[config.mk]
export PLATFORM = sky130hd
export DESIGN_NAME = crc_checksum_generator
export DESIGN_NICKNAME = d
export VERILOG_FILES = /design/src/hdl/crc_pkg.sv /design/src/hdl/crc_byte_step.sv /design/src/hdl/crc_checksum_generator.sv
export SDC_FILE = /design/constraint.sdc
export NUM_CORES = 1
export LEC_CHECK = 0
export BUFFER_PORTS_ARGS = -buffer_cell sky130_fd_sc_hd__buf_2
export CORE_MARGIN = 1
export CORE_UTILIZATION = 40
export CTS_BUF_LIST = sky130_fd_sc_hd__clkbuf_2
export DETAILED_ROUTE_END_ITERATION = 7
export PLACE_DENSITY = 0.67
export SLEW_MARGIN = 20
export SYNTH_ARGS = -nofsm -noshare
export SYNTH_HDL_FRONTEND = slang
export SYNTH_HIERARCHICAL = 1
export SYNTH_SLANG_ARGS = --single-unit
[constraint.sdc]
create_clock -name sys_clk -period 5.54 [get_ports sys_clk]
set_clock_uncertainty 0.1 [all_clocks]
set_input_delay 1.108 -clock sys_clk [delete_from_list [all_inputs] [get_ports sys_clk]]
set_output_delay 1.108 -clock sys_clk [all_outputs]
set_load 0.01 [all_outputs]
[src/hdl/crc_pkg.sv]
package crc_pkg;

	// --------------------------------------------------------------
	// register map
	// --------------------------------------------------------------
	localparam logic [2:0] ADDR_CONTROL = 3'h0;
	localparam logic [2:0] ADDR_STATUS = 3'h1;
	localparam logic [2:0] ADDR_BYTE_INPUT = 3'h3;
	localparam logic [2:0] ADDR_RESULT0 = 3'h4;
	localparam logic [2:0] ADDR_RESULT1 = 3'h5;
	localparam logic [2:0] ADDR_RESULT2 = 3'h6;
	localparam logic [2:0] ADDR_RESULT3 = 3'h7;

	// --------------------------------------------------------------
	// field layout
	// --------------------------------------------------------------
	localparam int CTRL_RESET_HI = 7;
	localparam int CTRL_RESET_LO = 6;
	localparam int CTRL_WIDE_BIT = 5;
	localparam int CTRL_SRC_HI = 3;
	localparam int STATUS_BUSY_BIT = 0;
	localparam int BYTE_BITS = 8;
	localparam int NARROW_MSB = 15;
	localparam int WIDE_MSB = 31;
	localparam int DMA_CHANNELS = 4;

	localparam logic [1:0] RESET_ZEROS = 2'h2;
	localparam logic [1:0] RESET_ONES = 2'h3;

	localparam logic [3:0] SRC_DISABLED = 4'h0;
	localparam logic [3:0] SRC_CPU = 4'h1;
	localparam logic [3:0] SRC_FLASH = 4'h2;
	localparam logic [3:0] dma_chan_zero_source = 4'h4;
	localparam logic [3:0] dma_chan_three_source = 4'h7;

	// --------------------------------------------------------------
	// polynomials and reset values
	// --------------------------------------------------------------
	localparam logic [31:0] POLY_NARROW = 32'h0000_1021;
	localparam logic [31:0] POLY_WIDE = 32'h04c1_1db7;
	localparam logic [31:0] NARROW_MASK = 32'h0000_ffff;
	localparam logic [31:0] CRC_ZEROS = 32'h0000_0000;
	localparam logic [31:0] CRC_ONES = 32'hffff_ffff;
	localparam logic [7:0] BYTE_ZERO = 8'h00;

	typedef enum logic [2:0] {
		PH_IDLE = 3'b001,
		PH_RUN = 3'b010,
		PH_RESET = 3'b100
	} phase_t;

endpackage : crc_pkg

[src/hdl/crc_byte_step.sv]
`timescale 1ns/100ps
`default_nettype none

module crc_byte_step
	import crc_pkg::*;
(
	input wire logic [31:0] crc_in,
	input wire logic [7:0] data_in,
	input wire logic wide,
	output logic [31:0] crc_out
);

	// --------------------------------------------------------------
	// one whole byte per call
	// --------------------------------------------------------------
	// wide mode feeds data lsb first into an msb-first register,
	// so the reflected result is obtained by reversing on read
	always_comb begin
		logic [31:0] c;
		logic fb;
		c = crc_in;
		fb = 1'b0;
		for (int i = 0; i < BYTE_BITS; i++) begin
			if (wide) begin
				fb = c[WIDE_MSB] ^ data_in[i];
				c = {c[WIDE_MSB-1:0], 1'b0} ^ (fb ? POLY_WIDE : CRC_ZEROS);
			end else begin
				fb = c[NARROW_MSB] ^ data_in[BYTE_BITS-1-i];
				c = {16'h0000, c[NARROW_MSB-1:0], 1'b0} ^ (fb ? POLY_NARROW : CRC_ZEROS);
			end
		end
		crc_out = c;
	end

endmodule : crc_byte_step

`default_nettype wire

[src/hdl/crc_checksum_generator.sv]
// Chosen here: the address-and-strobe port.
`timescale 1ns/100ps
`default_nettype none

module crc_checksum_generator
	import crc_pkg::*;
(
	input wire logic sys_clk,
	input wire logic reset,
	input wire logic [2:0] reg_addr,
	input wire logic [7:0] reg_wdata,
	input wire logic reg_write,
	input wire logic reg_read,
	output logic [7:0] reg_rdata,
	input wire logic [3:0] dma_valid,
	input wire logic [3:0][7:0] dma_data,
	input wire logic [3:0] dma_done,
	input wire logic flash_valid,
	input wire logic [7:0] flash_data,
	input wire logic flash_done,
	output logic crc_busy
);

	// --------------------------------------------------------------
	// state
	// --------------------------------------------------------------
	phase_t phase;
	phase_t next_phase;
	logic [1:0] reset_code;
	logic [3:0] source;
	logic wide_poly_select;
	logic zero_flag;
	logic [31:0] crc_value;
	logic [7:0] byte_input;

	// --------------------------------------------------------------
	// decode
	// --------------------------------------------------------------
	logic wr_ctrl;
	logic wr_status;
	logic wr_byte;
	logic wr_result;
	logic reset_req;
	logic busy;
	logic eff_wide;
	logic dma_sel;
	logic [1:0] chan;
	logic [3:0] new_source;

	assign wr_ctrl = reg_write && (reg_addr == ADDR_CONTROL);
	assign wr_status = reg_write && (reg_addr == ADDR_STATUS);
	assign wr_byte = reg_write && (reg_addr == ADDR_BYTE_INPUT);
	assign wr_result = reg_write && (reg_addr >= ADDR_RESULT0);
	assign reset_req = wr_ctrl && reg_wdata[CTRL_RESET_HI];
	assign busy = (phase == PH_RUN);
	assign eff_wide = wide_poly_select || (source == SRC_FLASH);
	assign dma_sel = (source >= dma_chan_zero_source) && (source <= dma_chan_three_source);
	assign chan = source[1:0];

	// reserved codes fall back to disabled
	always_comb begin
		new_source = reg_wdata[CTRL_SRC_HI:0];
		if (!(new_source <= SRC_FLASH || (new_source >= dma_chan_zero_source
				&& new_source <= dma_chan_three_source))) begin
			new_source = SRC_DISABLED;
		end
	end

	// --------------------------------------------------------------
	// byte feed
	// --------------------------------------------------------------
	logic cpu_take;
	logic dma_take;
	logic flash_take;
	logic feed;
	logic [7:0] feed_data;
	logic [31:0] step_crc;
	logic [31:0] next_crc;
	logic done;
	logic finish_zero;

	assign cpu_take = busy && wr_byte && (source == SRC_CPU);
	assign dma_take = busy && dma_sel && dma_valid[chan];
	assign flash_take = busy && (source == SRC_FLASH) && flash_valid;
	assign feed = cpu_take || dma_take || flash_take;

	always_comb begin
		feed_data = BYTE_ZERO;
		if (cpu_take) begin
			feed_data = reg_wdata;
		end else if (dma_take) begin
			feed_data = dma_data[chan];
		end else if (flash_take) begin
			feed_data = flash_data;
		end
	end

	crc_byte_step u_step (
		.crc_in(crc_value),
		.data_in(feed_data),
		.wide(eff_wide),
		.crc_out(step_crc)
	);

	assign next_crc = feed ? step_crc : crc_value;

	// --------------------------------------------------------------
	// completion
	// --------------------------------------------------------------
	assign done = busy && (
		((source == SRC_CPU) && wr_status && reg_wdata[STATUS_BUSY_BIT]) ||
		(dma_sel && dma_done[chan]) ||
		((source == SRC_FLASH) && flash_done));

	function automatic logic [31:0] result_view(input logic [31:0] v, input logic w);
		logic [31:0] r;
		r = {<<{v}};
		return w ? ~r : v;
	endfunction : result_view

	// narrow mode only compares the low half
	assign finish_zero = ((result_view(next_crc, eff_wide)
		& (eff_wide ? CRC_ONES : NARROW_MASK)) == CRC_ZEROS);

	// --------------------------------------------------------------
	// phase machine
	// --------------------------------------------------------------
	always_comb begin
		next_phase = phase;
		unique case (phase)
			PH_IDLE: begin
				if (reset_req) begin
					next_phase = PH_RESET;
				end else if (wr_ctrl && new_source != SRC_DISABLED) begin
					next_phase = PH_RUN;
				end
			end
			PH_RUN: begin
				if (reset_req) begin
					next_phase = PH_RESET;
				end else if (done) begin
					next_phase = PH_IDLE;
				end
			end
			PH_RESET: begin
				next_phase = reset_req ? PH_RESET : PH_IDLE;
			end
			default: begin
				next_phase = PH_IDLE;
			end
		endcase
	end

	always_ff @(posedge sys_clk or posedge reset) begin
		if (reset) begin
			phase <= PH_IDLE;
			crc_busy <= 1'b0;
		end else begin
			phase <= next_phase;
			crc_busy <= (next_phase == PH_RUN);
		end
	end

	// reset code waits one cycle before acting
	always_ff @(posedge sys_clk or posedge reset) begin
		if (reset) begin
			reset_code <= 2'h0;
		end else if (reset_req) begin
			reset_code <= reg_wdata[CTRL_RESET_HI:CTRL_RESET_LO];
		end
	end

	// --------------------------------------------------------------
	// control fields and zero flag
	// --------------------------------------------------------------
	always_ff @(posedge sys_clk or posedge reset) begin
		if (reset) begin
			source <= SRC_DISABLED;
			wide_poly_select <= 1'b0;
		end else if (phase == PH_RESET) begin
			source <= SRC_DISABLED;
			wide_poly_select <= 1'b0;
		end else if (phase == PH_IDLE && wr_ctrl && !reset_req) begin
			source <= new_source;
			wide_poly_select <= reg_wdata[CTRL_WIDE_BIT];
		end
	end

	always_ff @(posedge sys_clk or posedge reset) begin
		if (reset) begin
			zero_flag <= 1'b0;
		end else if (phase == PH_RESET) begin
			zero_flag <= 1'b0;
		end else if (done) begin
			zero_flag <= finish_zero;
		end else if (phase == PH_IDLE && wr_ctrl && !reset_req) begin
			zero_flag <= 1'b0;
		end
	end

	// --------------------------------------------------------------
	// checksum and byte input
	// --------------------------------------------------------------
	always_ff @(posedge sys_clk or posedge reset) begin
		if (reset) begin
			crc_value <= CRC_ZEROS;
		end else if (phase == PH_RESET) begin
			crc_value <= (reset_code == RESET_ONES) ? CRC_ONES : CRC_ZEROS;
		end else if (wr_result && source == SRC_DISABLED) begin
			crc_value[reg_addr[1:0]*BYTE_BITS +: BYTE_BITS] <= reg_wdata;
		end else begin
			crc_value <= next_crc;
		end
	end

	always_ff @(posedge sys_clk or posedge reset) begin
		if (reset) begin
			byte_input <= BYTE_ZERO;
		end else if (cpu_take) begin
			byte_input <= reg_wdata;
		end
	end

	// --------------------------------------------------------------
	// read port
	// --------------------------------------------------------------
	logic [31:0] view;
	logic [7:0] rd_mux;

	always_comb begin
		view = result_view(crc_value, eff_wide && !busy);
		if (source == SRC_FLASH && busy) begin
			view = CRC_ZEROS;
		end
		rd_mux = BYTE_ZERO;
		unique case (reg_addr)
			ADDR_CONTROL: rd_mux = {2'b00, wide_poly_select, 1'b0, source};
			ADDR_STATUS: rd_mux = {6'b00_0000, zero_flag, busy};
			ADDR_BYTE_INPUT: rd_mux = byte_input;
			ADDR_RESULT0: rd_mux = view[7:0];
			ADDR_RESULT1: rd_mux = view[15:8];
			ADDR_RESULT2: rd_mux = view[23:16];
			ADDR_RESULT3: rd_mux = view[31:24];
			default: rd_mux = BYTE_ZERO;
		endcase
	end

	always_ff @(posedge sys_clk or posedge reset) begin
		if (reset) begin
			reg_rdata <= BYTE_ZERO;
		end else begin
			reg_rdata <= reg_read ? rd_mux : BYTE_ZERO;
		end
	end
endmodule : crc_checksum_generator

`default_nettype wire

# Word-level counts from Yosys, hierarchy flattened
# Cells that the tools add are included.
[totals]
reg_bits = 60
inputBits = 65
out_inout_bits = 9
wordCells = 162
[op_classes]
add_sub_neg = 1
magnitude_cmp = 7
eq_ne = 13
shift = 2
mux = 58
bitwise = 35
n_reduce_logical = 37
[op_table]
columns = ["operator", "count"]
rows = [
  ["$mux W32", 16],
  ["$xor A16 B32 Y32", 8],
  ["$xor A32 B32 Y32", 8],
  ["$mux W27", 8],
  ["$mux W13", 8],
  ["$not A32 Y32", 2],
  ["$pmux W8 S7", 1],
  ["$mux W8", 5],
  ["$neg A5 Y34", 1],
  ["$shift A8 B34 Y32 const A", 1],
  ["$shiftx A8 B34 Y32", 1],
  ["$and A32 B32 Y32", 1],
  ["$bwmux W32", 1],
  ["$logic_not A32 Y1", 1],
  ["$logic_and A1 B1 Y1", 23],
  ["$bmux W8 S2", 1],
  ["$xor A1 B1 Y1", 16],
  ["$eq A3 B3 Y1 const B", 5],
  ["$mux W3", 5],
  ["$mux W4", 3],
  ["$eq A3 B2 Y1 const B", 3],
  ["$pmux W3 S3", 1],
  ["$ge A4 B3 Y1 const B", 2],
  ["$le A4 B3 Y1 const B", 2],
  ["16 further kinds", 30],
]

# Logic depth before layout (Yosys ltp)
# Gate-level depths: netlist of run 1.
[depth]
word_depth = 45
mapped_depth = 19
mapped_depth_nobuf = 17

# Hierarchy
# The synthesis of run 1 kept the hierarchy.
[modules_own_cells]
columns = ["mod", "instances", "cells_each", "area_each_um2", "seq_area_each_um2"]
rows = [
  ["crc_checksum_generator", 1, 557, 4633.2, 1502.7],
  ["crc_byte_step", 1, 162, 1342.5, 0.0],
]

# Worst setup path before layout of run 1
# Ideal clock, no wire load.
[synth_path]
path_type = "input port to flip-flop"
from = "input port reg_write"
to = "register zero_flag"
setup_time_ns = 0.076
arrival_ns = 4.431
required_time_ns = 5.364
path_slack_ns = 0.932
stages = 17
path_buffers = 1
cell_sequence = "nor4b_2 -> nand3_1 -> nor2_2 -> buf_2 -> a222oi_1 -> inv_1 -> xnor3_1 -> nor2_2 -> xnor2_4 -> xor2_1 -> mux2i_1 -> xnor2_1 -> nor4_1 -> nand4_1 -> a21oi_1 -> o221ai_1 -> o21ai_1"
[synth_via]
elab_chain_len = 31
word_cells_on_any_way = 81
classes_between = "mux (29); bitwise (34); reduce/logical (18)"
[synth_rtl]
columns = ["item", "line", "rtl"]
rows = [
  ["start, declared", "crc_checksum_generator.sv:12", "input wire logic reg_write,"],
  ["$logic_and A1 B1 Y1 (*)", "crc_checksum_generator.sv:52", "assign wr_byte = reg_write && (reg_addr == ADDR_BYTE_INPUT);"],
  ["$logic_and A1 B1 Y1 (*) (2 in series)", "crc_checksum_generator.sv:82", "assign cpu_take = busy && wr_byte && (source == SRC_CPU);"],
  ["$mux W8 (*)", "crc_checksum_generator.sv:89", "if (cpu_take) begin"],
  ["net feed_data[0]", "crc_checksum_generator.sv:76", "logic [7:0] feed_data;"],
  ["$xor A1 B1 Y1", "crc_byte_step.sv:25", "fb = c[WIDE_MSB] ^ data_in[i];"],
  ["$mux W27", "crc_byte_step.sv:26", "c = {c[WIDE_MSB-1:0], 1'b0} ^ (fb ? POLY_WIDE : CRC_ZEROS);"],
  ["$xor A32 B32 Y32", "crc_byte_step.sv:26", ""],
  ["$mux W32", "crc_byte_step.sv:24", "if (wide) begin"],
  ["[16 not listed]", "-", ""],
  ["net step_crc[12]", "crc_checksum_generator.sv:77", "logic [31:0] step_crc;"],
  ["$mux W32 (*)", "crc_checksum_generator.sv:105", "assign next_crc = feed ? step_crc : crc_value;"],
  ["$not A32 Y32", "crc_checksum_generator.sv:118", "return w ? ~r : v;"],
  ["$mux W32 (*)", "crc_checksum_generator.sv:118", ""],
  ["$and A32 B32 Y32 (*)", "crc_checksum_generator.sv:123", "& (eff_wide ? CRC_ONES : NARROW_MASK)) == CRC_ZEROS);"],
  ["$logic_not A32 Y1 (*)", "crc_checksum_generator.sv:122", "assign finish_zero = ((result_view(next_crc, eff_wide)"],
  ["$mux W1 (*)", "crc_checksum_generator.sv:194", "end else if (done) begin"],
  ["$mux W1 (*)", "crc_checksum_generator.sv:192", "end else if (phase == PH_RESET) begin"],
  ["end signal, assigned", "crc_checksum_generator.sv:195", "zero_flag <= finish_zero;"],
  ["end, declared", "crc_checksum_generator.sv:32", "logic zero_flag;"],
]
# Mark *: on every way through the listed nets, which the timed path passes. The rest lies on a longest branch.
# A chain may end at the register's enable or synchronous reset.

# Worst setup path after layout of run 1
[layout_path]
from = "register source[0]"
to = "register zero_flag"
[layout_via]
word_cells_on_any_way = 94
classes_between = "order compare (2); eq/ne (2); mux (38); bitwise (34); reduce/logical (18)"
[layout_rtl]
columns = ["item", "line", "rtl"]
rows = [
  ["start, declared", "crc_checksum_generator.sv:30", "logic [3:0] source;"],
  ["start signal, assigned", "crc_checksum_generator.sv:184", "source <= new_source;"],
  ["$eq A4 B2 Y1 (*)", "crc_checksum_generator.sv:56", "assign eff_wide = wide_poly_select || (source == SRC_FLASH);"],
  ["$logic_or A1 B1 Y1 (*)", "crc_checksum_generator.sv:56", ""],
  ["net eff_wide", "crc_checksum_generator.sv:45", "logic eff_wide;"],
  ["$mux W32", "crc_byte_step.sv:24", ""],
  ["$xor A1 B1 Y1 (on tied branches)", "crc_byte_step.sv:28, crc_byte_step.sv:25", ""],
  ["$mux W13 / $mux W27 (equally long branches)", "crc_byte_step.sv:29, crc_byte_step.sv:26", ""],
  ["$xor A16 B32 Y32 / $xor A32 B32 Y32 (equally long branches)", "crc_byte_step.sv:29, crc_byte_step.sv:26", ""],
  ["$mux W32", "crc_byte_step.sv:24", ""],
  ["[14 not listed]", "-", ""],
  ["net step_crc[2]", "crc_checksum_generator.sv:77", ""],
  ["$mux W32 (*)", "crc_checksum_generator.sv:105", ""],
  ["$not A32 Y32", "crc_checksum_generator.sv:118", ""],
  ["$mux W32 (*)", "crc_checksum_generator.sv:118", ""],
  ["$and A32 B32 Y32 (*)", "crc_checksum_generator.sv:123", ""],
  ["$logic_not A32 Y1 (*)", "crc_checksum_generator.sv:122", ""],
  ["$mux W1 (*)", "crc_checksum_generator.sv:194", ""],
  ["$mux W1 (*)", "crc_checksum_generator.sv:192", ""],
]
# Mark *: on every way through the listed nets, which the timed path passes. The rest lies on a longest branch. The select of a mux whose other input is x is not followed.

==> results of run 1 <==
-- cell families (layout without fill, tap and decap cells) --
family,after synthesis,count (layout),synth area share
mux,24,24,0.0637
fa+ha+maj,7,7,0.0147
simple gates,247,247,0.209
xor+xnor,98,98,0.174
buf+inv,63,118,0.0561
compound gates,220,220,0.231
other cells,0,2,0
flops,60,60,0.251
-- how the worst max path moves through the flow --
stage / from / to / depth (start not counted)
after floorplan: reg_write / zero_flag / 17
after global placement: reg_addr[0] / zero_flag / 17
after detailed placement: reg_addr[0] / zero_flag / 17
after CTS: source[0] / zero_flag / 15
after global routing: source[0] / zero_flag / 15
final: source[0] / zero_flag / 15
-- cell usage in the layout, fill, tap and decap left out, drive strengths merged, types with 2 or more instances in the layout --
cell / instances
a21oi: 95
buf: 88
nor2: 80
nand2: 66
dfrtp: 59
xnor2: 52
o21ai: 47
xor2: 40
a2bb2oi: 31
nand2b: 22
nor4: 20
nand4: 19
a211oi: 16
inv: 13
mux2: 12
a222oi: 10
clkbuf: 10
mux4: 9
nand3: 7
ha: 7
xnor3: 6
and2: 5
nor3: 5
o22ai: 5
nor3b: 5
clkinv: 5
nand3b: 4
and3b: 3
a22oi: 3
mux2i: 3
diode: 2
nand4b: 2
and3: 2
o21bai: 2
nor2b: 2
a22o: 2
a21o: 2
clkinvlp: 2
nor4b: 2
-- state kept, by name, summed over array words and instances, names as in the netlist --
name and flops:
byte_input 8, crc_busy 1, crc_value 32, phase 3, reg_rdata 8, reset_code 2
source 4, wide_poly_select 1, zero_flag 1
-- area by class of cell --
class,instances,share of cell area
antenna,2,0.000771
clock buffer,10,0.00771
clock inverter,6,0.00501
inverter,14,0.00809
multi-input combinational,596,0.638
sequential,60,0.231
tap,184,0.0354
timing repair buffer,88,0.0736
-- where the power goes --
part / switching (W) / total (W) / leakage, nW / internal (W)
Sequential: 0.000260 / 0.000787 / 0.768 / 0.000527
Clock: 0.000186 / 0.000242 / 0.0528 / 0.0000559
Combinational: 0.000799 / 0.00146 / 1.88 / 0.000665
-- per-layer routing --
metal / global-route usage / vias up / wire, um
met5: 0 / - / 0
li1: - / 2715 / -
met1: 0.362 / 2788 / 8530
met2: 0.405 / 281 / 9010
met3: 0.0483 / 56 / 1650
met4: 0.130 / 0 / 848
-- stage by stage --
| stage | util | cells | instance area [um^2] | total power [W] | hold slack [ns] |
|---|---|---|---|---|---|
| 2_1_floorplan | - | 719 | 5980 | 0.00182 | 0.325 |
| 3_3_place_gp | 0.441 | 942 | 6410 | 0.00222 | 0.344 |
| 3_5_place_dp | 0.441 | 942 | 6410 | 0.00222 | 0.346 |
| 4_1_cts | 0.447 | 958 | 6490 | 0.00246 | 0.388 |
| 5_1_grt | 0.447 | 960 | 6490 | 0.00266 | 0.437 |
| 6_report | 0.447 | 960 | 6490 | 0.00249 | 0.384 |
==> results by stage, run 1 <==
Route:
- The count of nets left with antenna violations once routing finished came out at 0.
- The detailed-route vias per instance is between 6 and 7.
- The detailed router placed a little under 6000 vias in this run.
- The DRC marker count from the first detailed-route iteration is 716.
- After detailed routing, the average wire length per cell comes to 20.9 um.
- After detailed routing, the total wire length is 20000 um.
- The pre-antenna-repair detailed-routing pass consisted of 8 iterations.
- After detailed routing, the number of remaining DRC violations is 0.

Worst setup path:
- The startpoint identified for the worst register-to-register timing path is source[0].
- The capture instance of the worst register-to-register path is zero_flag.
- At the worst endpoint, the required time is 5.94 ns.
- STA classifies the critical path endpoint as a register.
- The count of buffer and inverter cells on the critical path is 3.
- Walking the worst path, the cells encountered are buf_4, nor4b_4, nor2_1, inv_1, clkinv_1, nor2_2, xnor2_4, xor2_1, xor2_1, a21oi_1, nand4_1, nor4_1, mux2_2, o221ai_1, o21ai_1.
- STA puts the critical path data arrival time at roughly 5.3 ns.
- Counting cells, the worst reg-to-reg path comes to 15.
- STA classifies the critical path startpoint as a register.
- The category of the critical setup timing path is reg2reg.
- The slowest cell on the critical path is sky130_fd_sc_hd__dfrtp_1.
- In this run the worst path has a maximum fanout of 13.
- The delay of the slowest critical-path stage is 0.61 ns.
- The most used cell along the critical path is sky130_fd_sc_hd__xor2_1.
- The worst register-to-register path has a setup slack of 0.60 ns.
- The kind of cell with the highest combined delay along the critical path is simple AND/OR/NAND/NOR gates.

Logic synthesis:
- The cell count after synthesis came out at 719.
- The number of nets handed over by synthesis was just under 800.
- The area fraction of the dominant cell type after synthesis is 0.247.
- The post-synthesis sequential area ratio is 0.251.
- The library cell with the largest summed area after synthesis is sky130_fd_sc_hd__dfrtp_1.
- Synthesis inferred 60 register bits.
- The post-synthesis area per instance is 8.31 um^2.
- The most common cell in the synthesized netlist is sky130_fd_sc_hd__a21oi_1.
- The dominant register cell in the synthesized netlist is sky130_fd_sc_hd__dfrtp_1.
- The cell area after synthesis is 5980 um^2.
- The async set-reset flop share out of synthesis is 1.00.
- In this run, distinct cell masters in the synthesized netlist total between 60 and 70.
- In the post-synthesis netlist, the biggest area contributors are sky130_fd_sc_hd__dfrtp_1 25%, sky130_fd_sc_hd__a21oi_1 8.0%, sky130_fd_sc_hd__xnor2_1 7.0%, sky130_fd_sc_hd__xor2_1 5.6%, sky130_fd_sc_hd__nor2_1 4.7%.
- Yosys mapped a number of flops with a built-in enable equal to 0.
- By count the netlist is led by 95 x sky130_fd_sc_hd__a21oi_1, 75 x sky130_fd_sc_hd__nor2_1, 66 x sky130_fd_sc_hd__nand2_1.
- The total of warnings raised by yosys is 6.

Floorplanning:
- The top-level port count is 74.
- The initial cell density of the core is 0.411.
- The floorplan step defined a die boundary enclosing 15400 um^2.
- In this run the standard cell core region covers 14500 um^2.
- The overall die height is 124 um.
- The cell row count is 44.
- The die width is 124 um.

STA:
- Setup repair after global routing left no endpoint under its margin.
- The clock period could shrink to about 4.9 ns.
- After routing, the total negative slack on setup checks comes to 0 ns.
- The transition time of the tightest slew-check pin is 1.07 ns.
- Of the available clock period, the critical path in the final layout requires 0.892.
- The worst-case setup margin in the final layout is 0.599 ns.
- Setup violations remaining at the end of the flow were counted as 0.
- Based on the critical path, the design can be clocked at up to 202 MHz.
- The final count of hold timing violations was 0.
- The number of pins exceeding their max-slew limit in the final report was 0.
- Measured against its own limit, the worst slew margin works out to 0.287.

Pwr:
- VDD sags by at most 0.000151 V.
- The power per cell area is around 380 nW/um^2.
- The analysis attributes to cell leakage a power of 2.70 nW.

Layout:
- The synthesis-to-finish area growth is 8.69%.
- The area occupied by multi-input gates is 4140 um^2.
- The ratio of cells with drive above 1 in the final layout is 0.195.
- The register cell area after layout is 1500 um^2.
- After the last flow step, the layout net total stands at 841.
- Counting the fill cells in the layout gives 1463.

Min path:
- The class of the tightest hold or removal check is reg2reg.
- The endpoint of the worst hold path is reset_code[1].
- The cell count of the worst hold path is 1.
- The start point of the worst min-delay path is reset_code[1].

Clock tree:
- TritonCTS built the clock tree.
- At the later pin of the worst-skew pair, clock insertion delay measures 0.58 ns.
- The number of clock sinks is 60.
- The total number of H-tree levels is 3.
- After clock tree synthesis, the flow added hold-fix buffers numbering 0.
- The CTS buffer count is 9.
- The buffer count from post-CTS setup fixing is 0.
- The tree is rooted in a sky130_fd_sc_hd__clkbuf_2.
- The count of instances resized after the clock tree is built is 0.
- After clock tree synthesis, the clock-pin slew on the worst setup and hold paths is roughly 0.19 ns.
- The clock passes through at most 2 buffers.

Job:
- The number of max-capacitance violations reported is 0.

GRT:
- The initial antenna violation count was 2.
- The global router's overall resource usage is 0.266.
- The via count of the first global-routing pass is 5675.
- Summed over all layers, the global routing overflow is 0.
- Entering global routing, the biggest net connects 61 pins.
- The global-route wire length before repair is between 30000 and 40000 um.

Placement:
- The congestion estimate from routability-driven global placement came to ~0.97.
- The setup slack at placement is roughly 0.19 ns.
- Input and output buffers added on the ports amount to 73.
- The detailed-placement wirelength estimate is 15000 um.

Outcome:
- The run finished with clean final reports.
Power figures use the tool's default switching activity.
==> run 2, diff against run 1 <==
--- a/config.mk
+++ b/config.mk
@@ -11,6 +11,7 @@
 export CTS_BUF_LIST = sky130_fd_sc_hd__clkbuf_2
 export DETAILED_ROUTE_END_ITERATION = 7
 export PLACE_DENSITY = 0.67
+export RECOVER_POWER = 25
 export SLEW_MARGIN = 20
 export SYNTH_ARGS = -nofsm -noshare
 export SYNTH_HDL_FRONTEND = slang
==> results by stage, run 2 (synthesis gave the netlist of run 1 again) <==
Placement:
- Once detailed placement completed, the half-perimeter wirelength came to roughly 15000 um.
- Prior to clock tree synthesis, the placed netlist has a worst setup slack of 0.186 ns.
- Port buffering added 73 buffers.
- Including well taps, the total number of placed cells is roughly 940.
- The weighted congestion at the end of routability-driven global placement is 0.969.
- After detailed placement, the total cell area comes to between 6000 and 7000 um^2.

STA:
- The worst-case setup margin in the final layout is 0.582 ns.
- For this run, the top clock speed supported by timing is 202 MHz.
- In the final timing run, aggregate negative setup slack is 0 ns.
- The worst path in the final design needs a cycle of approximately 5 ns, including I/O delays and setup.
- At the pin with the least slew margin, the transition time is around 3.3 ns.
- The final count of hold timing violations is 0.
- The number of setup violations in the final report is 0.
- Setup repair after global routing left no endpoint under its margin.
- The number of pins exceeding their max-slew limit in the final report is 61.
- The relative slew slack is -1.23.
- Of the available clock period, the critical path in the final layout requires 0.895.

Layout:
- Of the cells placed in the final design, the portion with a size suffix greater than 1 is 0.193.
- At the end of the flow, the number of nets in the layout was 841.
- The finished cells cover roughly 6500 um^2.
- Leaving out fill and tap cells, the most frequent cells in the layout are 95 x sky130_fd_sc_hd__a21oi_1, 75 x sky130_fd_sc_hd__nor2_1, 73 x sky130_fd_sc_hd__buf_2.
- For this run, the number of standard cells in the final layout without fillers is 960.
- The register with the most flip-flops in the layout has 32 of them.
- The most common cell after layout, fill and taps aside is sky130_fd_sc_hd__a21oi_1.
- Measured on the finished design, the core utilization comes to 0.447.
- The largest registers in the layout are crc_value (32), byte_input (8), reg_rdata (8).
- The layout has around 1500 filler cells.
- Ranked by flip-flop count, first place goes to crc_value.
- From synthesis to final layout, the design area changed by 8.63%.

Floorplanning:
- The die is 124 um tall.
- In this run the count of I/O pins placed on the die edge is 74.
- The floorplan has 44 rows.
- The core outline area is 14500 um^2.
- The initial utilization of the core area, before any placement, comes to 0.411.
- The area of the die is between 15000 and 20000 um^2.
- The die is 124 um wide.

Route:
- The first routing iteration left 716 violations.
- The first detailed-routing pass took 8 iterations.
- The wire length per cell after detailed routing is 20.9 um.
- The wire length after detailed routing is 20000 um.
- The detailed-route vias per instance is 6.09.
- The remaining design rule violation count is 4.
- The count of nets left with antenna violations once routing finished came out at 0.
- The detailed-route via count is 5845.

Clock tree:
- In this run the deepest clock path goes through 2 buffers.
- Clock tree synthesis found a total of 60 sinks.
- In this run the number of H-tree levels came out at 3.
- After clock tree synthesis, the clock-pin slew on the worst setup and hold paths is 0.19 ns.
- The total of hold buffers inserted after clock tree synthesis is 0.
- The buffer count from post-CTS setup fixing is 0.
- At the later pin of the worst-skew pair, clock insertion delay measures a little under 0.6 ns.
- The root buffer cell chosen for the clock tree is sky130_fd_sc_hd__clkbuf_2.
- The CTS buffer count is 9.
- The TritonCTS clock tree is yes.
- The count of instances resized after the clock tree is built is 0.

GRT:
- The first global-routing pass estimated 31900 um of wire.
- The total grt overflow is 0.
- The via count of the first global-routing pass is 5675.
- The global router's overall resource usage is 0.266.
- The initial antenna violation count is 2.
- Entering global routing, the biggest net connects 61 pins.

Pwr:
- The internal power summed over all cells is 0.00125 W.
- Of the total power, registers draw 0.316.
- The worst-case IR drop observed on VDD is 0.000151 V.
- The switching power is 0.00125 W.
- Of the total power, the share spent switching nets is 0.500.
- The clock power share is 0.097.
- For this design the ratio of total power to cell area is 384 nW/um^2.
- Of the total power, combinational logic draws 0.587.
- Summed over all cells, the static leakage comes to 2.69 nW.

Worst setup path:
- For the worst setup path, the data arrival time is 5.36 ns.
- At the worst endpoint, the required time is about 6 ns.
- The signal on the critical path passes through buf_4, nor4b_4, nor2_1, inv_1, clkinv_1, nor2_2, xnor2_4, xor2_1, xor2_1, a21oi_1, nand4_1, nor4_1, mux2_2, o221ai_1, o21ai_1.
- The slowest cell on the critical path is sky130_fd_sc_hd__dfrtp_1.
- STA classifies the critical path endpoint as a register.
- The startpoint type of the worst setup path is a register.
- The most numerous cell type found on the critical path is sky130_fd_sc_hd__xor2_1.
- The delay of the slowest critical-path stage is 0.61 ns.
- The worst setup path is of the reg2reg kind.
- Along the worst path, the maximum fanout reaches 13.

Job:
- The number of max-capacitance violations reported is 1.

Outcome:
- The final reports fail on design-rule violations, max-capacitance violations, max-slew violations.
- The run finished, with violations left.

Min path:
- The class of the tightest hold or removal check is reg2reg.
-- run 2: cell count changes in the layout (fill, tap and decap cells not counted) --
cell,change
sky130_fd_sc_hd__inv_2,-1
sky130_fd_sc_hd__clkbuf_1,+1
sky130_fd_sc_hd__buf_4,-1
sky130_fd_sc_hd__inv_1,+1
-- run 2: through the flow --
stage | hold WS [ns] | total power [W]
final | 0.384 | 0.00249
after floorplan | 0.325 | 0.00182
after detailed placement | 0.346 | 0.00222
after global placement | 0.344 | 0.00222
after global routing | 0.437 | 0.00266
after CTS | 0.388 | 0.00246
-- run 2: final timing paths --
path / start / end / slack, ns / cells past startpoint
max: source[0] / zero_flag / 0.58 / 15
min: reset_code[1] / reset_code[1] / 0.38 / 1
max reg2reg: source[0] / zero_flag / 0.58 / 15
min reg2reg: reset_code[1] / reset_code[1] / 0.38 / 1
max in group asynchronous: reset / crc_value[28] / 1.78 / 3
min in group asynchronous: reset / reg_rdata[3] / 1.68 / 3
-- run 2: power groups by stage --
stage	Clock (W)	Sequential, W	Combinational [W]
after global routing	0.000270	0.000790	0.00160
after floorplan	0	0.000661	0.00116
after CTS	0.000245	0.000770	0.00145
after detailed placement	0	0.000779	0.00144
after global placement	0	0.000782	0.00143
final	0.000242	0.000787	0.00146
-- run 2: worst max-delay path: cells and delay by family (launching register included) --
kind,cells,cell delay [ns]
flops,1,0.61
mux,1,0.21
compound gates,3,0.52
buf+inv,3,1.14
simple gates,5,1.50
xor+xnor,3,0.79
-- run 2: metal layers --
metal	global-route usage	vias up	part of all wire
met2	0.405	279	0.45
li1	-	2716	-
met4	0.130	0	0.043
met1	0.362	2792	0.43
met3	0.0483	58	0.081
met5	0	-	0
-- run 2: layout make-up --
class	instances	area [um^2]	area share
tap	184	230	0.0355
clock buffer	10	50.0	0.00771
inverter	14	52.6	0.00810
clock inverter	6	32.5	0.00501
multi-input combinational	596	4140	0.638
timing repair buffer	88	474	0.0731
sequential	60	1500	0.231
antenna	2	5.00	0.000771
